File: config.mk
export PLATFORM = sky130hd
export DESIGN_NAME = fpc_host
export DESIGN_NICKNAME = d
export VERILOG_FILES = /design/src/hw/fpc_pkg.sv /design/src/hw/fpc_cyc_if.sv /design/src/hw/fpc_host.sv /design/src/hw/fpc_bus_cycle.sv /design/src/hw/fpc_status_chk.sv
export SDC_FILE = /design/constraint.sdc
export NUM_CORES = 1
export LEC_CHECK = 0
export ABC_AREA = 1
export ABC_CLOCK_PERIOD_IN_PS = 2220
export BUFFER_PORTS_ARGS = -buffer_cell sky130_fd_sc_hd__buf_4
export CORE_MARGIN = 2
export CORE_UTILIZATION = 45
export CTS_CLUSTER_SIZE = 16
export DETAILED_ROUTE_END_ITERATION = 10
export GPL_TIMING_DRIVEN = 0
export SYNTH_ARGS = -nofsm -noshare
export SYNTH_HDL_FRONTEND = slang
export SYNTH_SLANG_ARGS = --single-unit
File: constraint.sdc
create_clock -name ref_clk_i -period 2.22 [get_ports ref_clk_i]
set_input_delay 0.111 -clock ref_clk_i [delete_from_list [all_inputs] [get_ports ref_clk_i]]
set_output_delay 0.111 -clock ref_clk_i [all_outputs]
set_load 0.01 [all_outputs]
File: src/hw/fpc_pkg.sv
package fpc_pkg;
   // ==========================================================
   // Command codes
   localparam logic [7:0] CMD_PROG_SETUP     = 8'h40;
   localparam logic [7:0] CMD_ALT_PROG_SETUP = 8'h10;
   localparam logic [7:0] CMD_ERASE_SETUP    = 8'h20;
   localparam logic [7:0] CMD_CONFIRM        = 8'hD0;
   localparam logic [7:0] CMD_SUSPEND        = 8'hB0;
   localparam logic [7:0] CMD_CLEAR_STATUS   = 8'h50;
   localparam logic [7:0] CMD_READ_STATUS    = 8'h70;
   localparam logic [7:0] CMD_READ_ARRAY     = 8'hFF;
   // ==========================================================
   // Sequencer status bit positions
   localparam int SB_READY   = 7;
   localparam int SB_ESUSP   = 6;
   localparam int SB_EERR    = 5;
   localparam int SB_PERR    = 4;
   localparam int SB_VLOW    = 3;
   localparam int SB_PSUSP   = 2;
   localparam int SB_LOCKV   = 1;
   // ==========================================================
   // Own register map (word index = address)
   localparam logic [3:0] REG_ADDR_LO = 4'h0;
   localparam logic [3:0] REG_ADDR_HI = 4'h1;
   localparam logic [3:0] REG_DATA    = 4'h2;
   localparam logic [3:0] REG_CMD     = 4'h3;
   localparam logic [3:0] REG_STATUS  = 4'h4;
   localparam logic [3:0] REG_RDATA   = 4'h5;
   localparam logic [3:0] REG_CTRL    = 4'h6;
   // Orders written to REG_CMD
   localparam logic [3:0] OP_PROGRAM  = 4'h1;
   localparam logic [3:0] OP_ERASE    = 4'h2;
   localparam logic [3:0] OP_SUSPEND  = 4'h3;
   localparam logic [3:0] OP_RESUME   = 4'h4;
   localparam logic [3:0] OP_CLEAR    = 4'h5;
   localparam logic [3:0] OP_RD_STAT  = 4'h6;
   localparam logic [3:0] OP_RD_ARRAY = 4'h7;
   localparam logic [3:0] OP_READ     = 4'h8;
   // ==========================================================
   // Bus timing (ns) and derived cycles at 100 MHz
   localparam int CLK_NS      = 10;
   localparam int T_PULSE_NS  = 70;
   localparam int T_ACCESS_NS = 80;
   localparam int T_PULSE_CYC  = (T_PULSE_NS + CLK_NS - 1) / CLK_NS;
   localparam int T_ACCESS_CYC = (T_ACCESS_NS + CLK_NS - 1) / CLK_NS;
   localparam int POLL_GAP_CYC = 2;
endpackage : fpc_pkg

File: src/hw/fpc_cyc_if.sv
`timescale 1ns/10ps
`default_nettype none
interface fpc_cyc_if;
   logic        start;
   logic        is_write;
   logic [21:0] addr;
   logic [15:0] wdata;
   logic        done;
   logic [15:0] rdata;
   modport master (output start, output is_write, output addr, output wdata,
                   input done, input rdata);
   modport slave  (input start, input is_write, input addr, input wdata,
                   output done, output rdata);
endinterface : fpc_cyc_if
`default_nettype wire

File: src/hw/fpc_host.sv
// The register addresses and strobed register access are this design's own decisions.
`timescale 1ns/10ps
`default_nettype none
module fpc_host
   import fpc_pkg::*;
(
   input  wire logic        ref_clk_i,
   input  wire logic        reset_i,
   input  wire logic [3:0]  reg_addr_i,
   input  wire logic [15:0] reg_wdata_i,
   input  wire logic        reg_wr_i,
   input  wire logic        reg_rd_i,
   output logic [15:0]      reg_rdata_o,
   input  wire logic [15:0] dq_i,
   output logic [15:0]      dq_o,
   output logic             dq_oe_o,
   output logic [21:0]      a_o,
   output logic             ce_n_o,
   output logic             oe_n_o,
   output logic             we_n_o,
   output logic             reset_pin_n_o
);
   typedef enum logic [2:0] {
      FH_IDLE, FH_W1, FH_W2, FH_POLL, FH_READ, FH_SINGLE
   } fpc_state_t;
   typedef enum logic [1:0] {FO_NONE, FO_PROG, FO_ERASE} fpc_op_t;

   fpc_cyc_if cyc ();
   fpc_state_t  st_q, st_d;
   fpc_op_t     op_q, op_d;       // Running operation
   logic        esusp_q, esusp_d; // Erase held in suspend
   logic        psusp_q, psusp_d;
   logic        busy_q, busy_d;
   logic        sent_q, sent_d;
   logic        nested_q, nested_d;
   logic        susp_pend_q, susp_pend_d; // Suspend waiting for a poll gap
   logic [21:0] addr_q, addr_d;
   logic [15:0] data_q, data_d;
   logic [7:0]  sr_q, sr_d;
   logic [15:0] rdat_q, rdat_d;
   logic [2:0]  err_q, err_d;
   logic        rst_q, rst_d;
   logic [7:0]  c1_q, c1_d;
   logic [7:0]  c2_q, c2_d;
   logic        wr2_q, wr2_d;
   logic [15:0] rdo_q, rdo_d;
   logic        chk_ready, chk_fail;
   logic [2:0]  chk_code;
   logic        allowed;

   fpc_bus_cycle u_cyc (
      .ref_clk_i (ref_clk_i),
      .reset_i   (reset_i),
      .cyc       (cyc.slave),
      .dq_i      (dq_i),
      .ce_n_o    (ce_n_o),
      .oe_n_o    (oe_n_o),
      .we_n_o    (we_n_o),
      .a_o       (a_o),
      .dq_o      (dq_o),
      .dq_oe_o   (dq_oe_o)
   );
   fpc_status_chk u_chk (
      .sr_i    (cyc.rdata[7:0]),
      .erase_i (op_q == FO_ERASE),
      .ready_o (chk_ready),
      .fail_o  (chk_fail),
      .code_o  (chk_code)
   );

   // ==========================================================
   // Order gating by device state
   always_comb begin
      allowed = 1'b0;
      if (busy_q && op_q != FO_NONE)
         allowed = (reg_wdata_i[3:0] == OP_SUSPEND);
      else if (psusp_q)
         allowed = (reg_wdata_i[3:0] == OP_RESUME || reg_wdata_i[3:0] == OP_RD_STAT ||
                    reg_wdata_i[3:0] == OP_RD_ARRAY || reg_wdata_i[3:0] == OP_READ);
      else if (esusp_q)
         allowed = (reg_wdata_i[3:0] != OP_ERASE && reg_wdata_i[3:0] != OP_SUSPEND &&
                    reg_wdata_i[3:0] != OP_CLEAR);
      else
         allowed = (reg_wdata_i[3:0] != OP_SUSPEND && reg_wdata_i[3:0] != OP_RESUME);
      if (!rst_q) allowed = 1'b0;
   end

   always_comb begin
      st_d = st_q; op_d = op_q; esusp_d = esusp_q; psusp_d = psusp_q;
      busy_d = busy_q; sent_d = 1'b0; nested_d = nested_q; susp_pend_d = susp_pend_q;
      addr_d = addr_q; data_d = data_q; sr_d = sr_q; rdat_d = rdat_q;
      err_d = err_q; rst_d = rst_q; c1_d = c1_q; c2_d = c2_q; wr2_d = wr2_q;
      rdo_d = 16'h0000;
      if (reg_wr_i) begin
         case (reg_addr_i)
            REG_ADDR_LO: addr_d[15:0] = reg_wdata_i;
            REG_ADDR_HI: addr_d[21:16] = reg_wdata_i[5:0];
            REG_DATA:    data_d = reg_wdata_i;
            REG_CTRL: begin
               rst_d = reg_wdata_i[0];
               if (!reg_wdata_i[0]) begin
                  st_d = FH_IDLE; op_d = FO_NONE; busy_d = 1'b0;
                  esusp_d = 1'b0; psusp_d = 1'b0; nested_d = 1'b0;
                  susp_pend_d = 1'b0;
               end
            end
            // Busy polls never idle, so suspend is queued for the next poll gap
            REG_CMD: if (st_q == FH_POLL && busy_q && allowed &&
                         reg_wdata_i[3:0] == OP_SUSPEND) begin
               susp_pend_d = 1'b1;
            end else if (st_q == FH_IDLE && allowed) begin
               case (reg_wdata_i[3:0])
                  OP_PROGRAM: begin
                     c1_d = CMD_PROG_SETUP; c2_d = data_q[7:0]; wr2_d = 1'b1;
                     nested_d = esusp_q;
                     op_d = FO_PROG; st_d = FH_W1; err_d = 3'h0;
                  end
                  OP_ERASE: begin
                     c1_d = CMD_ERASE_SETUP; c2_d = CMD_CONFIRM; wr2_d = 1'b1;
                     op_d = FO_ERASE; st_d = FH_W1; err_d = 3'h0;
                  end
                  OP_SUSPEND: begin c1_d = CMD_SUSPEND; wr2_d = 1'b0; st_d = FH_W1; end
                  OP_RESUME: begin
                     c1_d = CMD_CONFIRM; wr2_d = 1'b0; st_d = FH_W1;
                     if (psusp_q) begin psusp_d = 1'b0; op_d = FO_PROG; end
                     else begin esusp_d = 1'b0; op_d = FO_ERASE; end
                  end
                  OP_CLEAR:    begin c1_d = CMD_CLEAR_STATUS; wr2_d = 1'b0; st_d = FH_W1; end
                  OP_RD_STAT:  begin c1_d = CMD_READ_STATUS; wr2_d = 1'b0; st_d = FH_W1; end
                  OP_RD_ARRAY: begin c1_d = CMD_READ_ARRAY; wr2_d = 1'b0; st_d = FH_W1; end
                  OP_READ:     st_d = FH_READ;
                  default: ;
               endcase
            end
            default: ;
         endcase
      end
      if (reg_rd_i) begin
         case (reg_addr_i)
            REG_ADDR_LO: rdo_d = addr_q[15:0];
            REG_ADDR_HI: rdo_d = {10'h000, addr_q[21:16]};
            REG_DATA:    rdo_d = data_q;
            REG_STATUS:  rdo_d = {err_q, nested_q, psusp_q, esusp_q, busy_q,
                                  st_q != FH_IDLE, sr_q};
            REG_RDATA:   rdo_d = rdat_q;
            REG_CTRL:    rdo_d = {15'h0000, rst_q};
            default:     rdo_d = 16'h0000;
         endcase
      end
      case (st_q)
         FH_IDLE: ;
         FH_W1: if (!sent_q) sent_d = 1'b1;
            else if (cyc.done) begin
               if (wr2_q) st_d = FH_W2;
               else if (c1_q == CMD_SUSPEND || c1_q == CMD_CONFIRM) begin
                  st_d = FH_POLL;
                  if (c1_q == CMD_CONFIRM) busy_d = 1'b1;
               end
               else st_d = FH_IDLE;
            end else sent_d = 1'b1;
         FH_W2: if (!sent_q) sent_d = 1'b1;
            else if (cyc.done) begin
               busy_d = 1'b1; st_d = FH_POLL;
            end else sent_d = 1'b1;
         FH_POLL: if (!sent_q) sent_d = 1'b1;
            else if (cyc.done) begin
               sr_d = cyc.rdata[7:0];
               if (chk_ready) begin
                  busy_d = 1'b0; st_d = FH_IDLE;
                  if (cyc.rdata[SB_ESUSP] && c1_q == CMD_SUSPEND) esusp_d = 1'b1;
                  else if (cyc.rdata[SB_PSUSP] && c1_q == CMD_SUSPEND) psusp_d = 1'b1;
                  else begin
                     err_d = chk_code;
                     if (op_q == FO_PROG && nested_q) begin op_d = FO_ERASE; nested_d = 1'b0; end
                     else op_d = FO_NONE;
                  end
                  susp_pend_d = 1'b0;
               end else if (susp_pend_q) begin
                  st_d = FH_W1; c1_d = CMD_SUSPEND; wr2_d = 1'b0; susp_pend_d = 1'b0;
               end
            end else sent_d = 1'b1;
         FH_READ: if (!sent_q) sent_d = 1'b1;
            else if (cyc.done) begin rdat_d = cyc.rdata; st_d = FH_IDLE; end
            else sent_d = 1'b1;
         default: st_d = FH_IDLE;
      endcase
   end

   always_ff @(posedge ref_clk_i) begin
      if (reset_i) begin
         st_q <= FH_IDLE; op_q <= FO_NONE; esusp_q <= 1'b0; psusp_q <= 1'b0;
         busy_q <= 1'b0; sent_q <= 1'b0; nested_q <= 1'b0; susp_pend_q <= 1'b0;
         addr_q <= 22'h000000; data_q <= 16'h0000; sr_q <= 8'h80;
         rdat_q <= 16'h0000; err_q <= 3'h0; rst_q <= 1'b0;
         c1_q <= 8'h00; c2_q <= 8'h00; wr2_q <= 1'b0; rdo_q <= 16'h0000;
      end else begin
         st_q <= st_d; op_q <= op_d; esusp_q <= esusp_d; psusp_q <= psusp_d;
         busy_q <= busy_d; sent_q <= sent_d; nested_q <= nested_d; susp_pend_q <= susp_pend_d;
         addr_q <= addr_d; data_q <= data_d; sr_q <= sr_d;
         rdat_q <= rdat_d; err_q <= err_d; rst_q <= rst_d;
         c1_q <= c1_d; c2_q <= c2_d; wr2_q <= wr2_d; rdo_q <= rdo_d;
      end
   end

   // Start pulse in the first cycle of each bus phase
   assign cyc.start    = (st_q != FH_IDLE) && !sent_q;
   assign cyc.is_write = (st_q == FH_W1 || st_q == FH_W2);
   assign cyc.addr     = addr_q;
   assign cyc.wdata    = (st_q == FH_W2) ? ((c1_q == CMD_PROG_SETUP) ? data_q
                                            : {8'h00, c2_q})
                                         : {8'h00, c1_q};
   assign reg_rdata_o   = rdo_q;
   // Pin held low until software releases it; low aborts device work
   always_ff @(posedge ref_clk_i) begin
      if (reset_i) reset_pin_n_o <= 1'b0;
      else reset_pin_n_o <= rst_d;
   end

   // ==========================================================
   // Checks
   property p_busy_suspend_only;
      @(posedge ref_clk_i) disable iff (reset_i)
         (st_q == FH_W1 && cyc.start && busy_q) |-> (c1_q == CMD_SUSPEND);
   endproperty
   a_busy_suspend_only: assert property (p_busy_suspend_only) else $error("bad cmd while busy");
   property p_erase_pair;
      @(posedge ref_clk_i) disable iff (reset_i)
         (st_q == FH_W2 && cyc.start && op_q == FO_ERASE) |-> (c1_q == CMD_ERASE_SETUP && c2_q == CMD_CONFIRM);
   endproperty
   a_erase_pair: assert property (p_erase_pair) else $error("erase not setup+confirm");
   property p_poll_after_op;
      @(posedge ref_clk_i) disable iff (reset_i)
         (st_q == FH_W2 && cyc.done) |=> (st_q == FH_POLL && busy_q);
   endproperty
   a_poll_after_op: assert property (p_poll_after_op) else $error("no poll after op");
   property p_ready_ends;
      @(posedge ref_clk_i) disable iff (reset_i)
         (st_q == FH_POLL && cyc.done && !cyc.rdata[SB_READY] && rst_q)
         |=> (st_q == FH_POLL || (st_q == FH_W1 && c1_q == CMD_SUSPEND));
   endproperty
   a_ready_ends: assert property (p_ready_ends) else $error("left poll while busy");
   property p_esusp_hold;
      @(posedge ref_clk_i) disable iff (reset_i)
         (esusp_q && !(reg_wr_i && reg_addr_i == REG_CMD) && !(reg_wr_i && reg_addr_i == REG_CTRL))
         |=> esusp_q;
   endproperty
   a_esusp_hold: assert property (p_esusp_hold) else $error("erase suspend lost");
   property p_psusp_hold;
      @(posedge ref_clk_i) disable iff (reset_i)
         (psusp_q && !(reg_wr_i && reg_addr_i == REG_CMD) && !(reg_wr_i && reg_addr_i == REG_CTRL))
         |=> psusp_q;
   endproperty
   a_psusp_hold: assert property (p_psusp_hold) else $error("program suspend lost");
   property p_reset_abort;
      @(posedge ref_clk_i) disable iff (reset_i)
         (reg_wr_i && reg_addr_i == REG_CTRL && !reg_wdata_i[0]) |=> (!reset_pin_n_o && !busy_q);
   endproperty
   a_reset_abort: assert property (p_reset_abort) else $error("reset not aborting");
   property p_rdata_next;
      @(posedge ref_clk_i) disable iff (reset_i)
         (reg_rd_i && reg_addr_i == REG_ADDR_LO) |=> (reg_rdata_o == $past(addr_q));
   endproperty
   a_rdata_next: assert property (p_rdata_next) else $error("read data late");
   c_prog: cover property (@(posedge ref_clk_i) st_q == FH_W2 && op_q == FO_PROG);
   c_erase: cover property (@(posedge ref_clk_i) st_q == FH_W2 && op_q == FO_ERASE);
   c_esusp: cover property (@(posedge ref_clk_i) esusp_q && st_q == FH_W2);
   c_fail: cover property (@(posedge ref_clk_i) err_q != 3'h0);
endmodule : fpc_host
`default_nettype wire

File: src/hw/fpc_bus_cycle.sv
`timescale 1ns/10ps
`default_nettype none
// One asynchronous flash bus cycle: write or read with strobe pulse width.
module fpc_bus_cycle
   import fpc_pkg::*;
(
   input  wire logic    ref_clk_i,
   input  wire logic    reset_i,
   fpc_cyc_if.slave     cyc,
   input  wire logic [15:0] dq_i,
   output logic         ce_n_o,
   output logic         oe_n_o,
   output logic         we_n_o,
   output logic [21:0]  a_o,
   output logic [15:0]  dq_o,
   output logic         dq_oe_o
);
   typedef enum logic [1:0] {FBC_IDLE, FBC_ACT, FBC_GAP} fpc_bc_st_t;
   fpc_bc_st_t  st_q, st_d;
   logic [3:0]  cnt_q, cnt_d;
   logic        wr_q, wr_d;
   logic        done_q, done_d;
   logic [15:0] rd_q, rd_d;
   logic [21:0] a_q, a_d;
   logic [15:0] wd_q, wd_d;

   always_comb begin
      st_d = st_q; cnt_d = cnt_q; wr_d = wr_q; done_d = 1'b0;
      rd_d = rd_q; a_d = a_q; wd_d = wd_q;
      case (st_q)
         FBC_IDLE: if (cyc.start) begin
            st_d = FBC_ACT; wr_d = cyc.is_write; a_d = cyc.addr; wd_d = cyc.wdata;
            cnt_d = cyc.is_write ? 4'(T_PULSE_CYC) : 4'(T_ACCESS_CYC);
         end
         FBC_ACT: if (cnt_q == 4'h1) begin
            // Strobe high gives a fresh edge for the next status poll
            if (!wr_q) rd_d = dq_i;
            st_d = FBC_GAP; cnt_d = 4'(POLL_GAP_CYC);
         end else cnt_d = cnt_q - 4'h1;
         FBC_GAP: if (cnt_q == 4'h1) begin
            st_d = FBC_IDLE; done_d = 1'b1;
         end else cnt_d = cnt_q - 4'h1;
         default: st_d = FBC_IDLE;
      endcase
   end

   always_ff @(posedge ref_clk_i) begin
      if (reset_i) begin
         st_q <= FBC_IDLE; cnt_q <= 4'h0; wr_q <= 1'b0; done_q <= 1'b0;
         rd_q <= 16'h0000; a_q <= 22'h000000; wd_q <= 16'h0000;
      end else begin
         st_q <= st_d; cnt_q <= cnt_d; wr_q <= wr_d; done_q <= done_d;
         rd_q <= rd_d; a_q <= a_d; wd_q <= wd_d;
      end
   end

   // Strobes registered; write is CE low, OE high, WE low
   always_ff @(posedge ref_clk_i) begin
      if (reset_i) begin
         ce_n_o <= 1'b1; oe_n_o <= 1'b1; we_n_o <= 1'b1; dq_oe_o <= 1'b0;
         a_o <= 22'h000000; dq_o <= 16'h0000;
      end else begin
         ce_n_o  <= !(st_d == FBC_ACT);
         oe_n_o  <= !(st_d == FBC_ACT && !wr_d);
         we_n_o  <= !(st_d == FBC_ACT && wr_d);
         dq_oe_o <= (st_d == FBC_ACT && wr_d);
         a_o     <= a_d;
         dq_o    <= wd_d;
      end
   end
   assign cyc.done  = done_q;
   assign cyc.rdata = rd_q;

   // ==========================================================
   // Checks
   property p_no_contention;
      @(posedge ref_clk_i) disable iff (reset_i) dq_oe_o |-> (oe_n_o && !we_n_o && !ce_n_o);
   endproperty
   a_no_contention: assert property (p_no_contention) else $error("dq driven outside write");
   property p_strobe_excl;
      @(posedge ref_clk_i) disable iff (reset_i) !(!oe_n_o && !we_n_o);
   endproperty
   a_strobe_excl: assert property (p_strobe_excl) else $error("oe and we both low");
endmodule : fpc_bus_cycle
`default_nettype wire

File: src/hw/fpc_status_chk.sv
`timescale 1ns/10ps
`default_nettype none
// Decodes a sequencer status byte into the host's verdict.
module fpc_status_chk
   import fpc_pkg::*;
(
   input  wire logic [7:0] sr_i,
   input  wire logic       erase_i,
   output logic            ready_o,
   output logic            fail_o,
   output logic [2:0]      code_o
);
   always_comb begin
      ready_o = sr_i[SB_READY];
      code_o  = 3'h0;
      // Error bits only trusted once the sequencer is ready
      if (sr_i[SB_READY]) begin
         if (sr_i[SB_LOCKV])                          code_o = 3'h1;
         else if (sr_i[SB_VLOW])                      code_o = 3'h2;
         else if (sr_i[SB_PERR] && sr_i[SB_EERR])     code_o = 3'h3;
         else if (erase_i && sr_i[SB_EERR])           code_o = 3'h4;
         else if (!erase_i && sr_i[SB_PERR])          code_o = 3'h5;
      end
      fail_o = (code_o != 3'h0);
   end
endmodule : fpc_status_chk
`default_nettype wire

# Word level (Yosys, flattened, before mapping)
# Index checks and enable logic that the tools add are counted.
# totals
regBits,176
inputBits,40
output_inout_bits,59
wordCells,272
# classes
n_addsub,1
eq_ne,33
mux,151
n_bitwise,5
reduce_logical,52
# ops
cell,count
$pmux 16 s6,1
$mux 3,30
$mux 1,73
$mux 8,9
$pmux 8 s7,1
$mux 2,17
$mux 16,2
$eq 4x3->1 const B,7
$logic_and 1x1->1,17
$eq 4x2->1 const B,4
$eq 8x8->1 const B,2
$mux 4,4
$pmux 8 s2,1
$pmux 3 s5,1
$eq 4x1->1 const B,3
$pmux 2 s3,2
$pmux 3 s2,2
$pmux 4 s3,1
$reduce_and 3->1,4
$pmux 1 s2,5
$reduce_and 2->1,5
$eq 8x7->1 const B,1
$ne 4x2->1 const B,2
$ne 4x3->1 const B,2
23 further kinds,46

# Depth between registers and ports, before layout
# Gate-level depths: netlist (run 1).
# logic_depth
word_depth,19
depth_mapped,16
depth_no_buf,16

# Modules after synthesis
# From an unflattened synthesis (run 1), not the netlist that was laid out.
# hier_totals
cells_unflattened,1049
hier_area_um2,7682.4
# modules_own_cells
module,instances,cells_per_inst,area_each_um2,seq_area_each_um2
fpc_host,1,708,5054.8,2202.1
fpc_bus_cycle,1,319,2539.9,1321.3
fpc_status_chk,1,22,87.6,0.0

# Least setup slack after synthesis (run 1)
# No wires, ideal clock.
# synth_timing
path_kind,register to register
from,register st_q[2]
to,register c1_q[0]
setup_ns,0.114
arrival_time_ns,1.485
required_time_ns,2.106
path_slack_ns,0.621
stages_incl_launch_ff,13
path_buffers,2
synth_period_minus_slack_ns,1.599
cell_sequence,dfxtp_1 -> buf_2 -> nor2_1 -> inv_2 -> nor2_4 -> inv_2 -> buf_2 -> nor3_2 -> inv_1 -> nand2_1 -> inv_1 -> nand2_1 -> nor2_1
# synth_between
elab_chain_len,12
elab_cells_between_ends,15
cone_classes,eq/ne (1); mux (9); reduce/logical (5)
# synth_lines
item,line_no,rtl
"start, declared",fpc_host.sv:29,"fpc_state_t st_q, st_d;"
"start signal, assigned",fpc_host.sv:197,st_q <= st_d; op_q <= op_d; esusp_q <= esusp_d; psusp_q <= psusp_d;
$eq 3x2->1,"fpc_host.sv:108, fpc_host.sv:150",
$logic_and 1x1->1 (3 in a row),fpc_host.sv:108,REG_CMD: if (st_q == FH_POLL && busy_q && allowed &&
$mux 8,fpc_host.sv:108,
$mux 8,fpc_host.sv:95,case (reg_addr_i)
$mux 8,fpc_host.sv:94,if (reg_wr_i) begin
$mux 8,fpc_host.sv:178,end else if (susp_pend_q) begin
$mux 8,fpc_host.sv:168,if (chk_ready) begin
$mux 8,fpc_host.sv:166,else if (cyc.done) begin
$mux 8,fpc_host.sv:165,FH_POLL: if (!sent_q) sent_d = 1'b1;
$mux 8 *,fpc_host.sv:150,case (st_q)
"end signal, assigned",fpc_host.sv:195,c1_q <= 8'h00; c2_q <= 8'h00; wr2_q <= 1'b0; rdo_q <= 16'h0000;
"end signal, assigned",fpc_host.sv:201,c1_q <= c1_d; c2_q <= c2_d; wr2_q <= wr2_d; rdo_q <= rdo_d;
"end, declared",fpc_host.sv:43,"logic [7:0] c1_q, c1_d;"
# Every way passes the cells marked *; elsewhere a longest branch is shown, timed or not.
# A chain may end at the register's enable or synchronous reset.

# Final worst setup path (run 1)
# layout_timing
from,register st_q[0]
to,register u_cyc.a_o[18]
# layout_between
elab_chain_len,3
# layout_lines
item,line_no,rtl
$reduce_bool 3->1,fpc_host.sv:206,assign cyc.start = (st_q != FH_IDLE) && !sent_q;
$logic_and 1x1->1,fpc_host.sv:206,
$reduce_and 2->1 (no source line),n/a,
"end signal, assigned",fpc_bus_cycle.sv:61,a_o <= 22'h000000; dq_o <= 16'h0000;
"end signal, assigned",fpc_bus_cycle.sv:67,a_o <= a_d;
"end, declared",fpc_bus_cycle.sv:14,"output logic [21:0] a_o,"
# No other way between the ends.

==> results.yml, run 1 <==
timing:
  post-route-period-util_pct: 93.4
  rsz0062_at_grt: "no"
  fmaxAchievable_mhz: 482
  report.final.hold_viol_count: 0
  worst_clock_skew_ps: 9.31
  final_critical_period_ps: 2070
  finalMaxSlewViolations: 0
  timing_worst_slew_pin_value_ps: 715
  timing.hold.ws_ps: 37.5
  max_slew_margin_pct: 52.4
  setup_viol: 0
drt:
  drt_pre_antenna_iters: 5
  detailroute.via_count: 7259
  route.detailed.drc: 0
  ant_nets: 0
  detail_route.iter0.violations: 699
  drt-vias-per-instance: 5.37
  routedWlPerCell_um: 18.0
  totalWireLength_um: 24400
synthesis:
  synthesized_net_count: 1026
  synth_area_leaders: "dfxtp_1, o21ai_0, a21oi_1"
  postSynthRegisterBits: 176
  yosysUniqueCellTypes: 44
  seq_area_frac_synth_pct: 47.8
  syn_area_um2: 7370
  synth_enable_flop_cells: 0
  yosys.area.top_type_share_pct: 47.8
  synthesis.instances: 980
  avgSynthCellArea_um2: 7.52
  synth_largest_area_cell: "dfxtp_1"
  ys_flop_type: "dfxtp_1"
  async_set_or_reset_register_ratio_after_synthesis_pct: 0
  yosys_warnings: 0
cells_and_area:
  mostFrequentLayoutCells: "dfxtp_1, o21ai_0, a21oi_1"
  nFillCells: 1529
  final_common_cell: "dfxtp_1"
  syn_to_final_growth_pct: 25.3
  insertedDiodeCount: 0
  num-nets-final: 1168
  multi_input_comb_area_um2: 3260
  sequential_cell_area_um2: 3520
  fraction_of_layout_instances_using_a_drive_strength_above_1_pct: 15.2
power:
  maximum_vdd_drop_mv: 0.587
  p_leak_uw: 0.00372
  fin_total_pwr_uw: 6480
  power_per_cell_area_nw_per_um2: 702
global_routing:
  track_usage_pct: 28.0
  grt_max_degree: 18
  grt_first_pass_wirelength_um: 37500
  grt_antenna_before_repair: 0
  grt_overflow_total: 0
  number_of_global_route_vias_before_repair: 6621
clocking:
  clkTransAtPathRegs_ps: 70
  cts_buffers: 17
  cts_tree: "yes"
  ctsLongestPathBuffers: 2
  cts_num_sinks: 176
  post-cts-setup-buffers: 0
  ctsHtreeMaxLevel: 4
  clk_latency_ps: 440
  clock_root_buffer: "clkbuf_16"
floorplan:
  die_x_um: 132
  core_area_um2: 15900
  dieArea_um2: 17400
  floorplan.initialDensity_pct: 46.2
  floorplan.die.height_um: 132
  top_level_ports: 99
  cell_row_count: 46
setup_path:
  path_max_fanout: 10
  arrival_ps: 2380
  timing.critical_path.slowest_cell_delay_ps: 400
  slowest_stage: "dfxtp_1"
  timing.critical_path.required_ps: 2530
  critical_path.endpoint_type: "register"
  crit_path_kind: "reg -> reg"
  cp_common_cell: "buf_2"
  cp_cell_sequence: "inv_1, nand2_1, nor2_4, nor2_1, nand2_2, inv_2, buf_2, buf_2, a21oi_1"
  timing.critical_path.from_type: "register"
job:
  max-cap-violations: 0
placed_design:
  routability_congestion_estimate_from_global_placement: 0.924
  place_hpwl_um: 18400
  io_buffer_count: 96
worst_hold_path:
  hold_class: "in -> reg"
status:
  status: "finished clean"
[where the power goes]
part           internal [uW]  switching, uW  total, uW
Sequential              3170           6.89       3180
Clock                   1590           1380       2970
Combinational            124            210        333
Total                   4880           1600       6480
[what timing repair did]
action	4_1_cts	5_1_grt
hold endpoints to repair	34	0
hold buffers	27	0
resized for setup	1	9
setup endpoints to repair	10	28
[cell type report]
type,count,area share [%]
plain buffers,49,2.21
clock buffers,18,4.65
clock inverters,14,1.56
inverters,108,4.40
multi-input cells,647,35.4
flip-flops and latches,176,38.2
well taps,216,2.93
repair buffers,123,10.7
[kinds of logic after synthesis]
logic type | after synthesis | synth area share, %
flops | 176 | 47.8
compound gates | 337 | 24.6
simple gates | 302 | 18.1
fa+ha+maj | 6 | 1.02
buf+inv | 157 | 8.23
xor+xnor | 2 | 0.238
[through the flow]
stage          instances  worst slack, ps  instance area, um2  utilization (%)  TNS, ps
6_report            1351              146                9230             57.9        0
5_1_grt             1351             16.8                9230             57.9        0
4_1_cts             1351              104                9210             57.8        0
3_5_place_dp        1292            -72.1                8360             52.4     -185
3_3_place_gp        1292             -196                8360             52.4    -1090
2_1_floorplan        980              621                7370                -        0
[cell usage after synthesis, drive strengths merged, types with 3 or more instances]
cell type,number
dfxtp,176
o21ai,154
nand3,38
o22ai,13
buf,9
ha,6
nor2,133
o211ai,3
clkbuf,40
nor3,14
a211oi,3
a31oi,6
a221oi,13
a21oi,137
inv,106
nand4,4
nand2,109
[path summary, 6_finish.rpt]
path            from                 end  slack, ps  cells after the start
min          dq_i[1]  u_cyc.cyc.rdata[1]         40                      3
max          st_q[0]       u_cyc.a_o[18]        150                      9
max reg2reg  st_q[0]       u_cyc.a_o[18]        150                      9
min reg2reg  op_q[0]             op_q[0]        470                      2
[critical path: cells and delay by family (launching register included)]
family	cells	cell delay, ps
simple gates	4	580
buf+inv	4	870
compound gates	1	110
flops	1	400
[routing by layer]
layer | share of wire (%) | GRT usage [%] | vias to the layer above
li1 | - | - | 3582
met1 | 46 | 39.1 | 3379
met5 | 0 | 0 | -
met3 | 6.1 | 4.65 | 39
met4 | 3.0 | 10.9 | 0
met2 | 44 | 43.2 | 259
[state kept, by name, summed over array words and instances, names as in the netlist, 16 cells and up]
signal and cells:
addr_q 22, u_cyc.a_o 22, data_q 16, rdat_q 16, reg_rdata_o 16, u_cyc.cyc.rdata 16, u_cyc.wd_q 16
Power figures use the tool's default switching activity.
==> inputs of run 2 (changes only) <==
- CORE_MARGIN: 2 -> 1
- MAX_ROUTING_LAYER: default -> met4
- REMOVE_ABC_BUFFERS: default -> 1
==> run 2 against run 1 <==
Utilization decreased by 0.35 points. Sequential power about the same. Via count shrank 5.8%. Largest cell class unchanged.
==> results.yml, run 2 (synthesis gave the netlist of run 1 again) <==
drt:
  detail_route.iter0.violations: 421
  ant_nets: 0
  route.detailed.drc: 0
  detailroute.via_count: 6837
  totalWireLength_um: 20700
  routedWlPerCell_um: 15.8
  drt_pre_antenna_iters: 5
  drt-vias-per-instance: 5.22
global_routing:
  number_of_global_route_vias_before_repair: 6398
  grt_antenna_before_repair: 0
  grt_overflow_total: 0
  grt_first_pass_wirelength_um: 32600
  track_usage_pct: 26.2
  grt_max_degree: 92
clocking:
  clk_latency_ps: 430
  ctsHtreeMaxLevel: 4
  cts_tree: "yes"
  cts_num_sinks: 176
  clkTransAtPathRegs_ps: 70
  clock_root_buffer: "clkbuf_16"
  cts_buffers: 17
  ctsLongestPathBuffers: 2
setup_path:
  timing.critical_path.required_ps: 2520
  cp_cell_sequence: "buf_4, nor2_1, nand2_1, inv_1, nand2_2, o21ai_0, a21oi_1"
  slowest_stage: "inv_1"
  arrival_ps: 2320
  timing.critical_path.slowest_cell_delay_ps: 630
  crit_path_kind: "in -> reg"
  critical_path.endpoint_type: "register"
  path_max_fanout: 25
  timing.critical_path.from_type: "input port"
timing:
  finalMaxSlewViolations: 0
  rsz0062_at_grt: "no"
  fmaxAchievable_mhz: 495
  setup_viol: 0
  timing_worst_slew_pin_value_ps: 1200
  setup_tns_ps: 0
  worst_clock_skew_ps: 11.3
  report.final.hold_viol_count: 0
  final.setup.worst_slack_ps: 200
  timing.hold.ws_ps: 38.4
  max_slew_margin_pct: 19.7
  post-route-period-util_pct: 91.0
  final_critical_period_ps: 2020
placed_design:
  routability_congestion_estimate_from_global_placement: 0.897
  placed_area_um2: 8210
  io_buffer_count: 98
  place_hpwl_um: 13800
  dp_slack_ps: -464
cells_and_area:
  fraction_of_layout_instances_using_a_drive_strength_above_1_pct: 16.1
  multi_input_comb_area_um2: 3270
  insertedDiodeCount: 0
  final_core_utilization_pct: 57.6
  num-nets-final: 1128
  mostFrequentLayoutCells: "dfxtp_1, o21ai_0, a21oi_1"
  sequential_cell_area_um2: 3520
  final_common_cell: "dfxtp_1"
  syn_to_final_growth_pct: 24.5
  final_area_um2: 9180
  reg.largest.list: "addr_q x22, u_cyc.a_o x22"
  nFillCells: 1533
status:
  status: "finished clean"
floorplan:
  dieArea_um2: 16900
  core_area_um2: 15900
  floorplan.die.height_um: 130
  top_level_ports: 99
  die_x_um: 130
  floorplan.initialDensity_pct: 46.2
  cell_row_count: 46
worst_hold_path:
  hold_class: "in -> reg"
power:
  maximum_vdd_drop_mv: 0.519
  power_per_cell_area_nw_per_um2: 718
  p_leak_uw: 0.00366
job:
  max-cap-violations: 0
-- run 2: cell count changes in the layout (fill, tap and decap cells not counted), sizes merged --
cell,delta
dlygate4sd3,+1
clkinvlp,+4
clkbuf,-41
buf,-4
inv,-4
bufinv,+2
-- run 2: worst max-delay path, delay by kind of cell --
kind	cells	cell delay, ps
simple gates	3	1070
buf+inv	2	740
compound gates	2	390
-- run 2: per-layer routing --
metal / vias to the layer above / GRT usage (%) / share of wire, %
met5: - / - / 0
li1: 3499 / - / -
met4: 0 / 11.1 / 2.8
met3: 38 / 4.39 / 4.9
met2: 176 / 40.7 / 45
met1: 3124 / 33.6 / 47
-- run 2: cell type report --
type / count / area share, %
Multi-Input combinational cell: 647 / 35.6
Tap cell: 216 / 2.95
Timing Repair inverter: 3 / 0.218
Clock inverter: 13 / 1.92
Inverter: 108 / 4.62
Sequential cell: 176 / 38.4
Timing Repair Buffer: 129 / 11.7
Clock buffer: 17 / 4.64
-- run 2: stage by stage --
stage / std cells / power [uW]
after global placement: 1245 / 3520
after global routing: 1309 / 6790
after floorplan: 931 / 3380
final: 1309 / 6590
after detailed placement: 1246 / 3520
after CTS: 1305 / 6630
-- run 2: path summary, 6_finish.rpt --
| path | start | endpoint | slack [ps] | cells past startpoint |
|---|---|---|---|---|
| max | reg_addr_i[3] | data_q[4] | 200 | 7 |
| min | reg_wdata_i[2] | addr_q[18] | 40 | 3 |
| max reg2reg | st_q[0] | c1_q[0] | 260 | 11 |
| min reg2reg | op_q[0] | op_q[0] | 470 | 2 |
-- run 2: timing repair --
| action | in CTS | in global routing |
|---|---|---|
| setup endpoints to repair | 61 | 35 |
| resized for setup | 6 | 10 |
| cloned | 1 | 2 |
| hold buffers | 28 | 0 |
| setup buffers | 0 | 2 |
| pin swaps | 0 | 1 |
| hold endpoints to repair | 40 | 0 |
-- run 2: power breakdown --
group | switching, uW | internal, uW | leakage, uW
clock network | 1320 | 1790 | 0.000291
logic | 181 | 124 | 0.00195
registers | 7.26 | 3170 | 0.00142
